--- src/logic/ctv_consts.svh ---
/*
 * Timing counts, field positions and build options of the pixel-side video port.
 * Assumes a 25 MHz core clock that is also the pixel clock.
 */
`ifndef CTV_CONSTS_SVH
`define CTV_CONSTS_SVH

// ==========================================================
// Clock and build options
`define CTV_CLK_PERIOD_NS 40
`define CTV_PHY_RATE_MHZ 1500
`define CTV_PHY_RATE_MIN_MHZ 80
`define CTV_PHY_RATE_MAX_MHZ 1500
`define CTV_ESCAPE_CLOCK_MHZ 20
`define CTV_CONT_CLK 1'b0
// Three bits per physical lane, lane 0 in the low bits
`define CTV_LANE_MAP_DEF 15'h4688
`define CTV_ROLE_CLK 3'h0

// ==========================================================
// Lane timers
`define CTV_SLEEP_MIN_NS 5000
`define CTV_SLEEP_MIN_CYC ((`CTV_SLEEP_MIN_NS + `CTV_CLK_PERIOD_NS - 1) / `CTV_CLK_PERIOD_NS)
`define CTV_CLK_PRE_NS 100
`define CTV_CLK_PRE_EDGES ((`CTV_CLK_PRE_NS * `CTV_ESCAPE_CLOCK_MHZ + 999) / 1000)
`define CTV_CLK_PREP_CYC 2
`define CTV_CLK_ZERO_CYC 4
`define CTV_CLK_POST_CYC 2
`define CTV_CLK_TRAIL_CYC 2
`define CTV_HS_PREP_CYC 2
`define CTV_HS_ZERO_CYC 4
`define CTV_HS_TRAIL_CYC 3

// ==========================================================
// Line header word layout
`define CTV_HDR_CNT_LSB 0
`define CTV_HDR_TYPE_LSB 16
`define CTV_HDR_VC_LSB 22
`define CTV_HDR_MODE_BIT 24

`endif

--- src/logic/ctv_pkg.sv ---
/*
 * Types of the video port.
 * Assumes ctv_consts.svh for all numbers.
 */
package ctv_pkg;
  typedef enum logic [3:0] {
    ST_IDLE, ST_CLK_PREP, ST_CLK_ZERO, ST_CLK_PRE, ST_HS_PREP,
    ST_HS_ZERO, ST_HS_DATA, ST_HS_TRAIL, ST_CLK_POST, ST_CLK_TRAIL
  } ctv_state_t;
endpackage

--- src/logic/ctv_pair_buf.sv ---
/*
 * Two-entry word buffer with valid/ready on both sides.
 * Assumes one clock, active-high asynchronous reset, clock enable.
 */
module ctv_pair_buf (
  input wire logic core_clk_i,
  input wire logic sys_rst_i,
  input wire logic ce_i,
  input wire logic in_valid_i,
  output logic in_ready_o,
  input wire logic [63:0] in_data_i,
  output logic out_valid_o,
  input wire logic out_ready_i,
  output logic [63:0] out_data_o
);
  logic [63:0] mem_ff [2];
  logic [63:0] nxt_mem [2];
  logic wr_ff, rd_ff, nxt_wr, nxt_rd;
  logic [1:0] cnt_ff, nxt_cnt;
  logic push, pop;

  assign in_ready_o = (cnt_ff != 2'h2);
  assign out_valid_o = (cnt_ff != 2'h0);
  assign out_data_o = mem_ff[rd_ff];
  assign push = ce_i & in_valid_i & in_ready_o;
  assign pop = ce_i & out_valid_o & out_ready_i;

  always_comb begin
    nxt_mem = mem_ff;
    nxt_wr = wr_ff;
    nxt_rd = rd_ff;
    nxt_cnt = cnt_ff;
    if (push) begin
      nxt_mem[wr_ff] = in_data_i;
      nxt_wr = ~wr_ff;
    end
    if (pop) begin
      nxt_rd = ~rd_ff;
    end
    nxt_cnt = cnt_ff + {1'b0, push} - {1'b0, pop};
  end

  always_ff @(posedge core_clk_i or posedge sys_rst_i) begin
    if (sys_rst_i) begin
      mem_ff[0] <= 64'h0;
      mem_ff[1] <= 64'h0;
      wr_ff <= 1'b0;
      rd_ff <= 1'b0;
      cnt_ff <= 2'h0;
    end else begin
      mem_ff <= nxt_mem;
      wr_ff <= nxt_wr;
      rd_ff <= nxt_rd;
      cnt_ff <= nxt_cnt;
    end
  end
endmodule // ctv_pair_buf

--- src/logic/ctv_video_port.sv ---
/*
 * Pixel-side video port of a camera-serial transmitter: frame and line capture,
 * word buffering, lane serialising with lane timers, lane sleep handling, lane mapping.
 * Assumes core_clk_i is the pixel clock; video inputs come from logic on that clock,
 * while escape clock and both lane resets arrive from outside and are synchronised.
 */
// Overview of operation
// Line length changes only with vertical sync low; latched at its rise.
// 64-bit pixel words on pixel clock, one per cycle possible.
// Data type changes only with horizontal sync low; latched at its rise.
// Frame format select, general or accurate, is taken only during reset.
// Virtual channel changes only with vertical sync low; latched at its rise.
// Clock-lane sleep entry is a pulse of at least 5 us, never with exit.
// Clock-lane sleep exit is a pulse of at least 5 us, never with entry.
// Each data-lane sleep entry bit pulses at least 5 us, not with exit.
// Each data-lane sleep exit bit pulses at least 5 us, not with entry.
// Five differential pad pairs, one clock lane and four data lanes.
// Each physical lane is mapped at build time to clock or a data lane.
// Build option: clock lane runs continuously or gated between bursts.
// PHY rate is fixed at build time between 80 and 1500 MHz.
// PLL reference clock is one of the listed frequencies.
// Escape clock lies between 11 and 20 MHz, declared at build time.
// Clock and data lane prepare, zero, trail, post timers are build settings.
// Clock-lane pre interval is counted from the escape clock.
// Lane count 00 one lane, 01 two lanes, 11 four; taken during reset.
// Controller reset alone for line length change, else both resets.
// A pixel word is captured only when valid is high.
`include "ctv_consts.svh"

module ctv_video_port #(
  parameter logic [14:0] LANE_MAP = `CTV_LANE_MAP_DEF,
  parameter logic CONT_CLK = `CTV_CONT_CLK
) (
  input wire logic core_clk_i,
  input wire logic sys_rst_i,
  input wire logic ce_i,
  input wire logic controller_reset_n_i,
  input wire logic phy_reset_n_i,
  input wire logic escape_clock_i,
  input wire logic frame_vsync_i,
  input wire logic line_hsync_i,
  input wire logic pixel_valid_i,
  input wire logic [63:0] pixel_data_i,
  input wire logic [15:0] line_pixel_count_i,
  input wire logic [5:0] data_type_i,
  input wire logic frame_mode_i,
  input wire logic [1:0] virtual_channel_id_i,
  input wire logic [1:0] lane_count_i,
  input wire logic clock_lane_sleep_enter_i,
  input wire logic clock_lane_sleep_exit_i,
  input wire logic [3:0] data_lane_sleep_enter_i,
  input wire logic [3:0] data_lane_sleep_exit_i,
  output logic pixel_ready_o,
  output logic [4:0] lane_pad_pos_o,
  output logic [4:0] lane_pad_neg_o,
  output logic clock_lane_asleep_o,
  output logic [3:0] data_lane_asleep_o,
  output logic hs_active_o
);
  localparam int SLEEP_MIN = `CTV_SLEEP_MIN_CYC;
  localparam logic [7:0] CLK_PRE = 8'(`CTV_CLK_PRE_EDGES);

  // ==========================================================
  // Synchronisers for pins from outside the clock domain
  logic [2:0] sync1_ff, sync2_ff;
  logic esc_old_ff;
  logic ctrl_rst, phy_rst, esc_edge;
  always_ff @(posedge core_clk_i or posedge sys_rst_i) begin
    if (sys_rst_i) begin
      sync1_ff <= 3'h0;
      sync2_ff <= 3'h0;
      esc_old_ff <= 1'b0;
    end else if (ce_i) begin
      sync1_ff <= {escape_clock_i, phy_reset_n_i, controller_reset_n_i};
      sync2_ff <= sync1_ff;
      esc_old_ff <= sync2_ff[2];
    end
  end
  assign ctrl_rst = ~sync2_ff[0];
  assign phy_rst = ~sync2_ff[1];
  assign esc_edge = sync2_ff[2] & ~esc_old_ff;

  // ==========================================================
  // Frame and line attributes
  logic [15:0] hres_ff, nxt_hres;
  logic [5:0] dtype_ff, nxt_dtype;
  logic [1:0] vc_ff, nxt_vc, lanes_ff, nxt_lanes;
  logic fmode_ff, nxt_fmode, vs_old_ff, hs_old_ff, hdr_pend_ff, nxt_hdr_pend, hdr_take;
  always_comb begin
    nxt_hres = hres_ff;
    nxt_dtype = dtype_ff;
    nxt_vc = vc_ff;
    nxt_lanes = lanes_ff;
    nxt_fmode = fmode_ff;
    nxt_hdr_pend = hdr_pend_ff & ~hdr_take;
    if (ctrl_rst) begin
      nxt_lanes = lane_count_i;
      nxt_fmode = frame_mode_i;
      nxt_hres = 16'h0;
      nxt_hdr_pend = 1'b0;
    end else begin
      if (frame_vsync_i && !vs_old_ff) begin
        nxt_hres = line_pixel_count_i;
        nxt_vc = virtual_channel_id_i;
      end
      if (line_hsync_i && !hs_old_ff) begin
        nxt_dtype = data_type_i;
        // A new line start while vertical sync is high wins over the clear of the previous one
        nxt_hdr_pend = frame_vsync_i | nxt_hdr_pend;
      end
    end
  end
  always_ff @(posedge core_clk_i or posedge sys_rst_i) begin
    if (sys_rst_i) begin
      hres_ff <= 16'h0;
      dtype_ff <= 6'h0;
      vc_ff <= 2'h0;
      lanes_ff <= 2'h0;
      fmode_ff <= 1'b0;
      vs_old_ff <= 1'b0;
      hs_old_ff <= 1'b0;
      hdr_pend_ff <= 1'b0;
    end else if (ce_i) begin
      hres_ff <= nxt_hres;
      dtype_ff <= nxt_dtype;
      vc_ff <= nxt_vc;
      lanes_ff <= nxt_lanes;
      fmode_ff <= nxt_fmode;
      vs_old_ff <= frame_vsync_i;
      hs_old_ff <= line_hsync_i;
      hdr_pend_ff <= nxt_hdr_pend;
    end
  end

  // ==========================================================
  // Word buffer between pixel bus and serialiser
  logic buf_valid, buf_pop;
  logic [63:0] buf_data;
  ctv_pair_buf u_buf (
    .core_clk_i(core_clk_i),
    .sys_rst_i(sys_rst_i),
    .ce_i(ce_i),
    .in_valid_i(pixel_valid_i),
    .in_ready_o(pixel_ready_o),
    .in_data_i(pixel_data_i),
    .out_valid_o(buf_valid),
    .out_ready_i(buf_pop),
    .out_data_o(buf_data)
  );

  // ==========================================================
  // Lane sleep requests: index 4 is the clock lane
  logic [4:0] sl_enter, sl_exit, asleep;
  assign sl_enter = {clock_lane_sleep_enter_i, data_lane_sleep_enter_i};
  assign sl_exit = {clock_lane_sleep_exit_i, data_lane_sleep_exit_i};
  genvar gi;
  generate
    for (gi = 0; gi < 5; gi++) begin : g_sleep
      logic [7:0] cnt_ff, nxt_cnt;
      logic sl_ff, nxt_sl;
      always_comb begin
        nxt_cnt = 8'h0;
        nxt_sl = sl_ff;
        // Overlapping requests are ignored; only a long single request acts
        if (sl_enter[gi] ^ sl_exit[gi]) begin
          nxt_cnt = (cnt_ff == 8'(SLEEP_MIN)) ? cnt_ff : cnt_ff + 8'h1;
          if (cnt_ff == 8'(SLEEP_MIN - 1)) begin
            nxt_sl = sl_enter[gi];
          end
        end
        if (phy_rst) begin
          nxt_sl = 1'b0;
        end
      end
      always_ff @(posedge core_clk_i or posedge sys_rst_i) begin
        if (sys_rst_i) begin
          cnt_ff <= 8'h0;
          sl_ff <= 1'b0;
        end else if (ce_i) begin
          cnt_ff <= nxt_cnt;
          sl_ff <= nxt_sl;
        end
      end
      assign asleep[gi] = sl_ff;
    end
  endgenerate
  assign clock_lane_asleep_o = asleep[4];
  assign data_lane_asleep_o = asleep[3:0];

  // ==========================================================
  // Burst sequencer and serialiser
  ctv_pkg::ctv_state_t st_ff, nxt_st;
  logic [7:0] tmr_ff, nxt_tmr;
  logic [5:0] beat_ff, nxt_beat;
  logic [63:0] sh_ff, nxt_sh;
  logic tgl_ff, nxt_tgl;
  logic [3:0] lane_en;
  logic [5:0] beats_last;
  logic work, clk_hs;

  always_comb begin
    case (lanes_ff)
      2'h1: begin lane_en = 4'h3; beats_last = 6'd31; end
      2'h3: begin lane_en = 4'hf; beats_last = 6'd15; end
      default: begin lane_en = 4'h1; beats_last = 6'd63; end
    endcase
  end
  assign work = hdr_pend_ff | buf_valid;

  always_comb begin
    nxt_st = st_ff;
    nxt_tmr = tmr_ff + 8'h1;
    nxt_beat = beat_ff;
    nxt_sh = sh_ff;
    hdr_take = 1'b0;
    buf_pop = 1'b0;
    case (st_ff)
      ctv_pkg::ST_IDLE: begin
        nxt_tmr = 8'h0;
        if (work && !asleep[4] && ((asleep[3:0] & lane_en) == 4'h0)) begin
          nxt_st = (CONT_CLK) ? ctv_pkg::ST_CLK_PRE : ctv_pkg::ST_CLK_PREP;
        end
      end
      ctv_pkg::ST_CLK_PREP: if (tmr_ff == 8'(`CTV_CLK_PREP_CYC - 1)) begin
        nxt_st = ctv_pkg::ST_CLK_ZERO;
        nxt_tmr = 8'h0;
      end
      ctv_pkg::ST_CLK_ZERO: if (tmr_ff == 8'(`CTV_CLK_ZERO_CYC - 1)) begin
        nxt_st = ctv_pkg::ST_CLK_PRE;
        nxt_tmr = 8'h0;
      end
      ctv_pkg::ST_CLK_PRE: begin
        nxt_tmr = tmr_ff + {7'h0, esc_edge};
        if (esc_edge && tmr_ff == CLK_PRE - 8'h1) begin
          nxt_st = ctv_pkg::ST_HS_PREP;
          nxt_tmr = 8'h0;
        end
      end
      ctv_pkg::ST_HS_PREP: if (tmr_ff == 8'(`CTV_HS_PREP_CYC - 1)) begin
        nxt_st = ctv_pkg::ST_HS_ZERO;
        nxt_tmr = 8'h0;
      end
      ctv_pkg::ST_HS_ZERO: if (tmr_ff == 8'(`CTV_HS_ZERO_CYC - 1)) begin
        nxt_st = ctv_pkg::ST_HS_DATA;
        nxt_beat = 6'h0;
      end
      ctv_pkg::ST_HS_DATA: begin
        nxt_tmr = 8'h0;
        nxt_beat = beat_ff - 6'h1;
        nxt_sh = sh_ff >> lane_en_count(lane_en);
      end
      ctv_pkg::ST_HS_TRAIL: if (tmr_ff == 8'(`CTV_HS_TRAIL_CYC - 1)) begin
        nxt_st = ctv_pkg::ST_CLK_POST;
        nxt_tmr = 8'h0;
      end
      ctv_pkg::ST_CLK_POST: if (tmr_ff == 8'(`CTV_CLK_POST_CYC - 1)) begin
        nxt_st = (CONT_CLK) ? ctv_pkg::ST_IDLE : ctv_pkg::ST_CLK_TRAIL;
        nxt_tmr = 8'h0;
      end
      ctv_pkg::ST_CLK_TRAIL: if (tmr_ff == 8'(`CTV_CLK_TRAIL_CYC - 1)) begin
        nxt_st = ctv_pkg::ST_IDLE;
      end
      default: nxt_st = ctv_pkg::ST_IDLE;
    endcase
    // Loading on the last zero cycle keeps stale bits off the first data cycle
    if ((st_ff == ctv_pkg::ST_HS_ZERO && nxt_st == ctv_pkg::ST_HS_DATA) ||
        (st_ff == ctv_pkg::ST_HS_DATA && beat_ff == 6'h0)) begin
      nxt_tmr = 8'h0;
      nxt_beat = beats_last;
      // The header of a new line goes ahead of its first pixel word
      if (hdr_pend_ff) begin
        hdr_take = 1'b1;
        nxt_sh = 64'h0;
        nxt_sh[`CTV_HDR_CNT_LSB +: 16] = hres_ff;
        nxt_sh[`CTV_HDR_TYPE_LSB +: 6] = dtype_ff;
        nxt_sh[`CTV_HDR_VC_LSB +: 2] = vc_ff;
        nxt_sh[`CTV_HDR_MODE_BIT] = fmode_ff;
      end else if (buf_valid) begin
        buf_pop = 1'b1;
        nxt_sh = buf_data;
      end else begin
        nxt_st = ctv_pkg::ST_HS_TRAIL;
      end
    end
    if (phy_rst) begin
      nxt_st = ctv_pkg::ST_IDLE;
      buf_pop = 1'b0;
      hdr_take = 1'b0;
    end
  end

  function automatic logic [6:0] lane_en_count(input logic [3:0] en);
    lane_en_count = (en == 4'hf) ? 7'd4 : ((en == 4'h3) ? 7'd2 : 7'd1);
  endfunction

  assign clk_hs = (CONT_CLK && !asleep[4] && !phy_rst) ||
    (st_ff inside {ctv_pkg::ST_CLK_PRE, ctv_pkg::ST_HS_PREP, ctv_pkg::ST_HS_ZERO,
                   ctv_pkg::ST_HS_DATA, ctv_pkg::ST_HS_TRAIL, ctv_pkg::ST_CLK_POST});
  assign nxt_tgl = clk_hs ? ~tgl_ff : 1'b0;

  always_ff @(posedge core_clk_i or posedge sys_rst_i) begin
    if (sys_rst_i) begin
      st_ff <= ctv_pkg::ST_IDLE;
      tmr_ff <= 8'h0;
      beat_ff <= 6'h0;
      sh_ff <= 64'h0;
      tgl_ff <= 1'b0;
    end else if (ce_i) begin
      st_ff <= nxt_st;
      tmr_ff <= nxt_tmr;
      beat_ff <= nxt_beat;
      sh_ff <= nxt_sh;
      tgl_ff <= nxt_tgl;
    end
  end
  assign hs_active_o = (st_ff == ctv_pkg::ST_HS_DATA);

  // ==========================================================
  // Logical lane levels, index 4 is the clock lane
  logic [4:0] lg_pos, lg_neg;
  always_comb begin
    for (int k = 0; k < 4; k++) begin
      if (asleep[k] || !lane_en[k]) begin
        lg_pos[k] = asleep[k] ? 1'b0 : 1'b1;
        lg_neg[k] = lg_pos[k];
      end else begin
        case (st_ff)
          ctv_pkg::ST_HS_PREP: begin lg_pos[k] = 1'b0; lg_neg[k] = 1'b0; end
          ctv_pkg::ST_HS_ZERO: begin lg_pos[k] = 1'b0; lg_neg[k] = 1'b1; end
          ctv_pkg::ST_HS_DATA, ctv_pkg::ST_HS_TRAIL: begin
            lg_pos[k] = (st_ff == ctv_pkg::ST_HS_DATA) ? sh_ff[k] : ~sh_ff[0];
            lg_neg[k] = ~lg_pos[k];
          end
          default: begin lg_pos[k] = 1'b1; lg_neg[k] = 1'b1; end
        endcase
      end
    end
    if (clk_hs) begin
      lg_pos[4] = tgl_ff;
      lg_neg[4] = ~tgl_ff;
    end else if (asleep[4] || st_ff == ctv_pkg::ST_CLK_PREP) begin
      lg_pos[4] = 1'b0;
      lg_neg[4] = 1'b0;
    end else begin
      lg_pos[4] = (st_ff != ctv_pkg::ST_CLK_ZERO);
      lg_neg[4] = 1'b1;
    end
  end

  // ==========================================================
  // Pad mapping, registered so the pads never glitch
  generate
    for (gi = 0; gi < 5; gi++) begin : g_pad
      logic [2:0] role;
      logic [2:0] idx;
      assign role = LANE_MAP[3 * gi +: 3];
      assign idx = (role == `CTV_ROLE_CLK) ? 3'h4 : role - 3'h1;
      always_ff @(posedge core_clk_i or posedge sys_rst_i) begin
        if (sys_rst_i) begin
          lane_pad_pos_o[gi] <= 1'b1;
          lane_pad_neg_o[gi] <= 1'b1;
        end else if (ce_i) begin
          lane_pad_pos_o[gi] <= lg_pos[idx];
          lane_pad_neg_o[gi] <= lg_neg[idx];
        end
      end
    end
  endgenerate
endmodule // ctv_video_port

--- config.mk ---
export PLATFORM = sky130hd
export DESIGN_NAME = ctv_video_port
export DESIGN_NICKNAME = d
export VERILOG_FILES = /design/src/logic/ctv_pkg.sv /design/src/logic/ctv_pair_buf.sv /design/src/logic/ctv_video_port.sv
export VERILOG_INCLUDE_DIRS = /design/src /design/src/logic
export SDC_FILE = /design/constraint.sdc
export NUM_CORES = 1
export LEC_CHECK = 0
export BUFFER_PORTS_ARGS = -buffer_cell sky130_fd_sc_hd__buf_2
export CORE_UTILIZATION = 50
export CTS_CLUSTER_DIAMETER = 50
export DETAILED_ROUTE_END_ITERATION = 10
export PLACE_DENSITY_LB_ADDON = 0.1
export SYNTH_ARGS = -nofsm -noshare
export SYNTH_HDL_FRONTEND = slang
export SYNTH_SLANG_ARGS = --single-unit
--- constraint.sdc ---
create_clock -name core_clk_i -period 11.6 [get_ports core_clk_i]
set_clock_uncertainty 0.15 [all_clocks]
set_input_delay 1.16 -clock core_clk_i [delete_from_list [all_inputs] [get_ports core_clk_i]]
set_output_delay 1.16 -clock core_clk_i [all_outputs]
set_load 0.01 [all_outputs]
## Word-level counts from Yosys, hierarchy flattened

Index checks and enable logic that the tools add are counted.

| word-level totals | value |
|---|---|
| flip-flop bits (word level) | 307 |
| bits of input ports | 110 |

| operators by class | value |
|---|---|
| add/subtract/negate cells | 10 |
| magnitude comparators | 3 |
| eq/ne operators | 46 |
| shift-type cells | 1 |
| muxes and demuxes | 102 |
| bitwise operators | 27 |
| reduce and logical (&&, ||, !) cells | 46 |

Operators by type and width:

| kind | count |
|---|---|
| 2-to-1 mux 64 bit | 8 |
| bitwise mux 128 bit | 1 |
| 2-to-1 mux 8 bit | 15 |
| == test 8 x 7 -> 1 bit (second input constant) | 10 |
| demux 64 bit (select 1 bit) | 1 |
| >> shifter 64 x 3 -> 64 bit | 1 |
| 2-to-1 mux 4 bit | 13 |
| adder 8 x 1 -> 8 bit (second input constant) | 6 |
| 2-to-1 mux 1 bit | 45 |
| case mux 4 bit (10 select lines) | 1 |
| case mux 8 bit (5 select lines) | 1 |
| 2-to-1 mux 16 bit | 2 |
| case mux 6 bit (2 select lines) | 2 |
| AND reduction 3 bit | 8 |
| != test 2 x 1 -> 1 bit (second input constant) | 11 |
| == test 4 x 3 -> 1 bit (second input constant) | 5 |
| == test 8 x 2 -> 1 bit (second input constant) | 2 |
| case mux 1 bit (2 select lines) | 8 |
| AND reduction 2 bit | 7 |
| == test 4 x 2 -> 1 bit (second input constant) | 3 |
| == test 4 bit (second input constant) | 3 |
| 2-to-1 mux 6 bit | 2 |
| != test 2 bit (second input constant) | 6 |
| NOT 1 bit | 11 |
| other kinds (30) | 63 |

## Longest topological paths before layout

Gate-level depths: netlist of the first run.

| logic depth | value |
|---|---|
| depth after elaboration | 17 |
| mapped depth | 11 |

## Hierarchy

Synthesis of the first run repeated with hierarchy kept, for this count alone.

| unflattened totals | value |
|---|---|
| cells, all modules | 1540 |
| area total of the unflattened synthesis | 16580.9 um^2 |

Modules (own cells, without submodules):

| module | times used | cells each | area an instance (um^2) |
|---|---|---|---|
| ctv_video_port | 1 | 1182 | 10552.6 |
| ctv_pair_buf | 1 | 358 | 6028.3 |

## Least setup slack after synthesis of the first run

OpenSTA, ideal clock, no wires.

| timing path | value |
|---|---|
| kind | input to register |
| from | input pixel_valid_i |
| to | register u_buf.mem_ff[100] (netlist bit) |
| library setup time | 125 ps |
| data arrival time | 2589 ps |
| required time | 11325 ps |
| slack | 8736 ps |
| stages | 6 |
| buffers on the path | 3 |
| cell sequence | and3_1 clkbuf_1 nor2b_1 clkbuf_1 clkbuf_1 mux2_2 |

| on the way | value |
|---|---|
| cells in the longest elaborated chain, start to end | 2 |

RTL lines:

| item | RTL line | source |
|---|---|---|
| from (decl) | ctv_video_port.sv:42 | `input wire logic pixel_valid_i,` |
| bitwise AND 1 bit (2 in a row) | ctv_pair_buf.sv:25 | `assign push = ce_i & in_valid_i & in_ready_o;` |
| named net u_buf.push | ctv_pair_buf.sv:20 | `logic push, pop;` |
| to (signal assigned) | ctv_pair_buf.sv:51 | `mem_ff <= nxt_mem;` |
| to (decl) | ctv_pair_buf.sv:16 | `logic [63:0] mem_ff [2];` |

The timed path passes the listed nets, and every way through them passes these cells.
A chain may end at the register's enable or synchronous reset.

## Worst setup path in the final report of the first run

| timing path | value |
|---|---|
| from | register st_ff[0] |
| to | output hs_active_o |

| on the way | value |
|---|---|
| cells in the longest elaborated chain, start to end | 1 |

RTL lines:

| item | RTL line | source |
|---|---|---|
| from (decl) | ctv_video_port.sv:192 | `ctv_pkg::ctv_state_t st_ff, nxt_st;` |
| from (signal assigned) | ctv_video_port.sv:303 | `st_ff <= ctv_pkg::ST_IDLE;` |
| from (signal assigned) | ctv_video_port.sv:309 | `st_ff <= nxt_st;` |
| == test 4 x 3 -> 1 bit | ctv_video_port.sv:316 | `assign hs_active_o = (st_ff == ctv_pkg::ST_HS_DATA);` |
| to (decl) | ctv_video_port.sv:58 | `output logic hs_active_o` |

Every way passes these cells.

==> impl_metrics.ini, run 1 <==
[pwr]
power_frac_seq_pct = 42.6
power.leakage_nw = 8.21
sw_frac_of_total_pct = 29.7
ir_drop_v = 0.000138
p_int_mw = 2.56
p_sw_mw = 1.08
power_mw = 3.64
powerDensity_nw_per_um2 = 200
p_clk_share_pct = 34.9
comb_power_share_pct = 22.5

[synth]
synth-seq-cells = 307
syn_area_per_cell_um2 = 10.5
ys.warnings.count = 0
synthTopCellsByCount = 297 x dfrtp_1, 153 x mux2_2, 152 x nand2_1, 126 x mux2i_1, 115 x o21ai_0
synthAdderAreaFrac_pct = 1.80
synthMuxAreaShare_pct = 18.7
synth_edf_count = 0
ys_seq_area_share_pct = 48.1
syn-num-nets = 1653
netlist_instances = 1520
synth_top_family_by_area = multiplexers
synth_area_um2 = 16000
yosysTopAreaCell = dfrtp_1
synth.most_common_cell = dfrtp_1
synth_area_leaders = dfrtp_1 46%, mux2_2 11%, mux2i_1 7.9%
ys.flop_type = dfrtp_1
ys_async_sr_fraction_pct = 100
ys_types = 70
yosysTopAreaCellShare_pct = 46.5
synth_compound_area_share_pct = 14.5
synth_xor_area_share_pct = 1.64
yosys.area_share.simple_pct = 11.6

[detailed_routing]
viasPerCell = 5.83
drcViolationCount = 0
dr.pass1.iters = 5
wl_per_cell_um = 18.1
wirelength_mm = 36.9
postRouteAntennaNets = 0
via_count = 11900
drtIter0Drc = 744

[die]
fp.dieW_um = 181
die_y_um = 181
core_area_um2 = 31500
die_area_um2 = 32700
io_pins = 127
initial_core_util_pct = 50.8
rows = 65

[place]
preCtsSetupSlack_ps = 7210
hpwl_mm = 23.6
dpl.cell_count = 1960
io_buffers = 126
post_dp_cell_area_um2 = 16800
gp_congestion = 0.838

[clocking]
clk_latency_ps = 530
ctsRootBufferMaster = clkbuf_16
post-cts-setup-buffers = 0
clk_pin_slew_ps = 60
clockBufferDepth = 3
tritoncts = built
cts_buffers = 40
cts_resized = 0
cts_hold_buf = 0
h-tree-depth = 2
cts_sinks = 307

[hold_path]
holdPathEnd = lane_pad_neg_o[2]
hp-class = register to register
hold_depth = 2
hold_path_startpoint = lane_pad_neg_o[2]

[cells_and_area]
drive_above_1_share_pct = 24.1
final_area_um2 = 18200
syn_to_final_growth_pct = 13.7
fin_cells = 2036
nets = 1733
fin_util_pct = 57.8

[setup_path]
cpPeakStageDelay_ps = 610
r2r-start = st_ff[0]
cp.required_ps = 10290
reg2reg_depth = 10
r2r_end = u_buf.cnt_ff[1]
reg2reg_setup_slack_ps = 8030
critPathSlowestCell = dfrtp_1
crit_chain = nor2_1, nand3_2, inv_1, buf_2
cp_max_fo = 23
critPathKind = register to output port
cp.arrival_ps = 2460
path_delay_family = buffers and inverters
startpoint_type = register
worstSetupEndpointType = output port
crit_buf_inv = 2

[timing]
drv_slew = 0
fin_crit_sh_pct = 32.5
setup_tns_ps = 0
holdWs_ps = 332
rsz0062_at_grt = no
setup_viol_count_final = 0
worst_slew_pin_slew_ps = 1140
finalWorstSetupSlack_ps = 7830
finalHoldViolCount = 0
min_period_ps = 3770
maxSlewHeadroom_pct = 24.1
clock.fmax_mhz = 265

[grt]
grt_use_total_pct = 23.0
grt-ovfl-total = 0
grt_max_degree = 94
antenna_found_initial = 4
grt_first_pass_wirelength_mm = 61.6
grt_pass1_vias = 11900

[job]
cap_violations = 0

[outcome]
status = finished, final reports clean
==> routing by layer <==
layer	up-vias	global-route usage, %	wire length, um
met5	-	0	10
met4	2	7.69	776
li1	5679	-	-
met3	51	3.41	1270
met2	202	37.5	17600
met1	5933	31.3	17200
==> layout by cell type (no fill, tap or decap), types with 37 or more instances in the layout <==
cell type,instances
a21oi_1,37
mux2i_1,126
mux2_2,153
dfrtp_1,294
o22ai_1,42
o21ai_0,115
nand2_1,151
buf_2,126
clkbuf_16,41
nand3_1,79
nor2_1,69
a21o_1,43
==> power groups by stage <==
stage,registers [mW],clock network [mW],logic [mW]
6_report,1.55,1.27,0.820
5_1_grt,1.59,1.35,0.910
4_1_cts,1.55,1.30,0.835
3_5_place_dp,1.57,0,0.831
3_3_place_gp,1.56,0,0.809
2_1_floorplan,1.49,0,0.673
==> registers in the layout, indices dropped and copies added (netlist names), 2 cells and up <==
register	count
g_sleep.cnt_ff	40
g_sleep.sl_ff	4
st_ff	4
sync2_ff	3
beat_ff	6
sync1_ff	3
lane_pad_pos_o	5
hres_ff	16
u_buf.mem_ff	128
vc_ff	2
sh_ff	64
lanes_ff	2
dtype_ff	6
u_buf.cnt_ff	2
lane_pad_neg_o	5
tmr_ff	8
==> worst max-delay path by stage <==
stage / start / endpoint / slack (ps) / depth (start not counted)
global placement: ce_i / u_buf.mem_ff[111] / 7270 / 5
finish: st_ff[0] / hs_active_o / 7830 / 4
floorplan: sys_rst_i / beat_ff[0] / 1820 / 1
global route: ce_i / u_buf.mem_ff[115] / 7640 / 5
detailed placement: ce_i / u_buf.mem_ff[106] / 7210 / 5
CTS: ce_i / u_buf.mem_ff[115] / 7760 / 5
==> worst register-to-register path, stage by stage, from the launching register on <==
cell and delay, ps:
dfrtp_1 740, nor2_1 220, nand3_2 240, inv_1 270, a31oi_1 830, nor3_2 150, ha_1 330, inv_1 40
ha_1 180, xnor2_1 190, xnor2_1 140
==> area by class of cell <==
| type | count | area, um^2 |
|---|---|---|
| Tap cell | 402 | 503 |
| Fill cell | 2786 | 13300 |
| Multi-Input combinational cell | 1082 | 7730 |
| Timing Repair Buffer | 141 | 743 |
| Antenna cell | 3 | 7.51 |
| Clock inverter | 22 | 279 |
| Inverter | 28 | 113 |
| Sequential cell | 307 | 7710 |
| Clock buffer | 51 | 1100 |
==> cells by family after synthesis <==
family	after synthesis
xor gates and xnor gates	30
buffers and inverters	131
muxes	279
adders and majority gates	23
AOI/OAI and AO/OA	356
and+or+nand+nor	394
DFF	307
(Power assumes the default switching activity.)
==> run 2: changes to the inputs <==
--- a/config.mk
+++ b/config.mk
@@ -6,6 +6,7 @@
 export SDC_FILE = /design/constraint.sdc
 export NUM_CORES = 1
 export LEC_CHECK = 0
+export ABC_AREA = 1
 export BUFFER_PORTS_ARGS = -buffer_cell sky130_fd_sc_hd__buf_2
 export CORE_UTILIZATION = 50
 export CTS_CLUSTER_DIAMETER = 50
==> constraint.sdc (replaced) <==
create_clock -name core_clk_i -period 3.73 [get_ports core_clk_i]
set_clock_uncertainty 0.15 [all_clocks]
set_input_delay 0.373 -clock core_clk_i [delete_from_list [all_inputs] [get_ports core_clk_i]]
set_output_delay 0.373 -clock core_clk_i [all_outputs]
set_load 0.01 [all_outputs]
==> impl_metrics.ini, run 2 <==
[outcome]
status = finished, final reports clean

[timing]
setup_viol_count_final = 0
min_period_ps = 2780
fin_crit_sh_pct = 74.6
maxSlewHeadroom_pct = 20.3
holdWs_ps = 69.5
finalHoldViolCount = 0
worst_slew_pin_slew_ps = 1200
drv_slew = 0
clock.fmax_mhz = 359
rsz0062_at_grt = no

[synth]
ys_seq_area_share_pct = 44.8
ys_types = 40
yosysTopAreaCell = dfrtp_1
synth_area_leaders = dfrtp_1 43%, nand2_1 16%, o21ai_0 8.1%
yosysTopAreaCellShare_pct = 43.2
netlist_instances = 2352
ys.flop_type = dfrtp_1
ys.warnings.count = 0
synth_edf_count = 0
synth.most_common_cell = nand2_1
syn_area_per_cell_um2 = 7.31
syn-num-nets = 2485
ys_async_sr_fraction_pct = 100
synth-seq-cells = 307
synthTopCellsByCount = 730 x nand2_1, 297 x dfrtp_1, 277 x o21ai_0, 246 x inv_1, 126 x nor2_1
synth_area_um2 = 17200

[setup_path]
cpPeakStageDelay_ps = 480
crit_chain = inv_1, ha_1, inv_1, nor3_1, nand3_1, nand2_4, buf_4, inv_2, o21ai_0, o21ai_1
worstSetupEndpointType = register
cp.required_ps = 4000
r2r-start = beat_ff[0]
critPathKind = register to register
startpoint_type = register
crit_buf_inv = 4
path_common_cell = inv_1
path_delay_family = buffers and inverters
cp_max_fo = 36
cp.arrival_ps = 3050
critPathSlowestCell = buf_4
crit_start = beat_ff[0]

[hold_path]
hold_path_startpoint = pixel_valid_i
hp-class = input pin to register

[detailed_routing]
wl_per_cell_um = 15.7
routed-wl-met3_mm = 3.11
topRoutingLayerUsed = met4
dr.pass1.iters = 5
dr_wl_met2_mm = 20.6
drtIter0Drc = 1591
drt-met1-wl_mm = 22.6
via_count = 16200
wirelength_mm = 47.2
viasPerCell = 5.38
postRouteAntennaNets = 0
drcViolationCount = 0

[cells_and_area]
final_common_cell = nand2_1
syn_to_final_growth_pct = 19.5
drive_above_1_share_pct = 11.8
antenna_cells = 0
mostFrequentLayoutCells = 729 x nand2_1, 296 x dfrtp_1, 277 x o21ai_0, 245 x inv_1, 126 x buf_2
multi_input_area_um2 = 7950
regMostFlops = u_buf.mem_ff
top_regs = u_buf.mem_ff x128, sh_ff x64, g_sleep.cnt_ff x40
final_area_um2 = 20600
largest_register_ffs = 128
ff_latch_area_um2 = 7700
nets = 2658
nFillCells = 3085

[place]
post_dp_cell_area_um2 = 18100
hpwl_mm = 29.6
io_buffers = 126
gp_congestion = 0.880

[pwr]
p_clk_share_pct = 35.8
comb_power_share_pct = 23.4
sw_frac_of_total_pct = 32.5
ir_drop_v = 0.000432
power.leakage_nw = 10.4
p_sw_mw = 3.70
powerDensity_nw_per_um2 = 555
p_int_mw = 7.70
power_frac_seq_pct = 40.7

[grt]
grt_first_pass_wirelength_mm = 78.6
grt_max_degree = 129
grt_pass1_vias = 15400
antenna_found_initial = 0
grt_use_total_pct = 27.1
grt-ovfl-total = 0

[clocking]
cts_buffers = 41
clk_pin_slew_ps = 60
clockBufferDepth = 3
clk_latency_ps = 540
ctsRootBufferMaster = clkbuf_16
tritoncts = built
cts_sinks = 307
h-tree-depth = 2

[die]
initial_core_util_pct = 51.0
core_area_um2 = 33700
rows = 67
fp.dieW_um = 187
io_pins = 127
die_area_um2 = 35100
die_y_um = 187

[job]
cap_violations = 0
[run 2: final cells by class]
class                           instances  area share (%)
Multi-Input combinational cell       1657            38.7
Sequential cell                       307            37.4
Timing Repair Buffer                  255            9.39
Clock buffer                           56            5.77
Inverter                              263            4.83
Tap cell                              448            2.73
Clock inverter                         18            1.15
[run 2: per-layer routing]
| metal | GRT usage, % | vias to the layer above |
|---|---|---|
| li1 | - | 7945 |
| met3 | 4.07 | 77 |
| met1 | 40.1 | 7589 |
| met2 | 41.5 | 564 |
| met5 | 0 | - |
| met4 | 7.41 | 0 |
[run 2: logic make-up after synthesis]
family / after synthesis / share of synthesized area (%)
flip-flops: 307 / 44.8
XOR/XNOR: 31 / 1.71
AO/OA/AOI/OAI: 525 / 16.9
buffers and inverters: 388 / 9.08
adder cells (fa/ha/maj): 23 / 1.67
multiplexers: 1 / 0.0582
AND/OR/NAND/NOR: 1077 / 25.9
[run 2: worst register-to-register path: cells and delay by family (launching register included)]
family	cells	cell delay (ps)
AOI/OAI and AO/OA	2	320
and+or+nand+nor	3	740
DFF	1	390
buffers and inverters	4	900
adders and majority gates	1	180
[run 2: repair_timing]
action | CTS | global route
setup buffers | 0 | 0
endpoints found under the setup margin | 0 | 0
hold buffers | 102 | 0
gates resized for setup | 0 | 0
hold endpoints to repair | 192 | 0
[run 2: path summary, 6_finish.rpt]
kind | end | slack [ps] | depth (start not counted)
max in group asynchronous | sh_ff[50] | 2040 | 5
setup reg to reg | beat_ff[4] | 950 | 10
hold reg to reg | lane_pad_pos_o[0] | 310 | 2
setup / recovery | beat_ff[4] | 950 | 10
hold / removal | u_buf.wr_ff | 70 | 6
min in group asynchronous | u_buf.mem_ff[15] | 340 | 3
[run 2: per-stage QoR]
step	power (mW)	cells	utilization (%)	worst slack, ps	TNS [ps]
floorplan	6.44	2352	-	-870	-258330
global placement	7.17	2828	53.7	1110	0
detailed placement	7.24	2828	53.7	1040	0
CTS	11.4	3004	61.0	1000	0
global route	12.1	3004	61.0	721	0
finish	11.4	3004	61.0	947	0
[run 2: power by group through the flow]
stage	Sequential (mW)	Clock, mW	Combinational, mW
global route	4.75	4.29	3.09
global placement	4.65	0	2.52
detailed placement	4.68	0	2.56
finish	4.64	4.09	2.67
floorplan	4.58	0	1.86
CTS	4.63	4.15	2.66
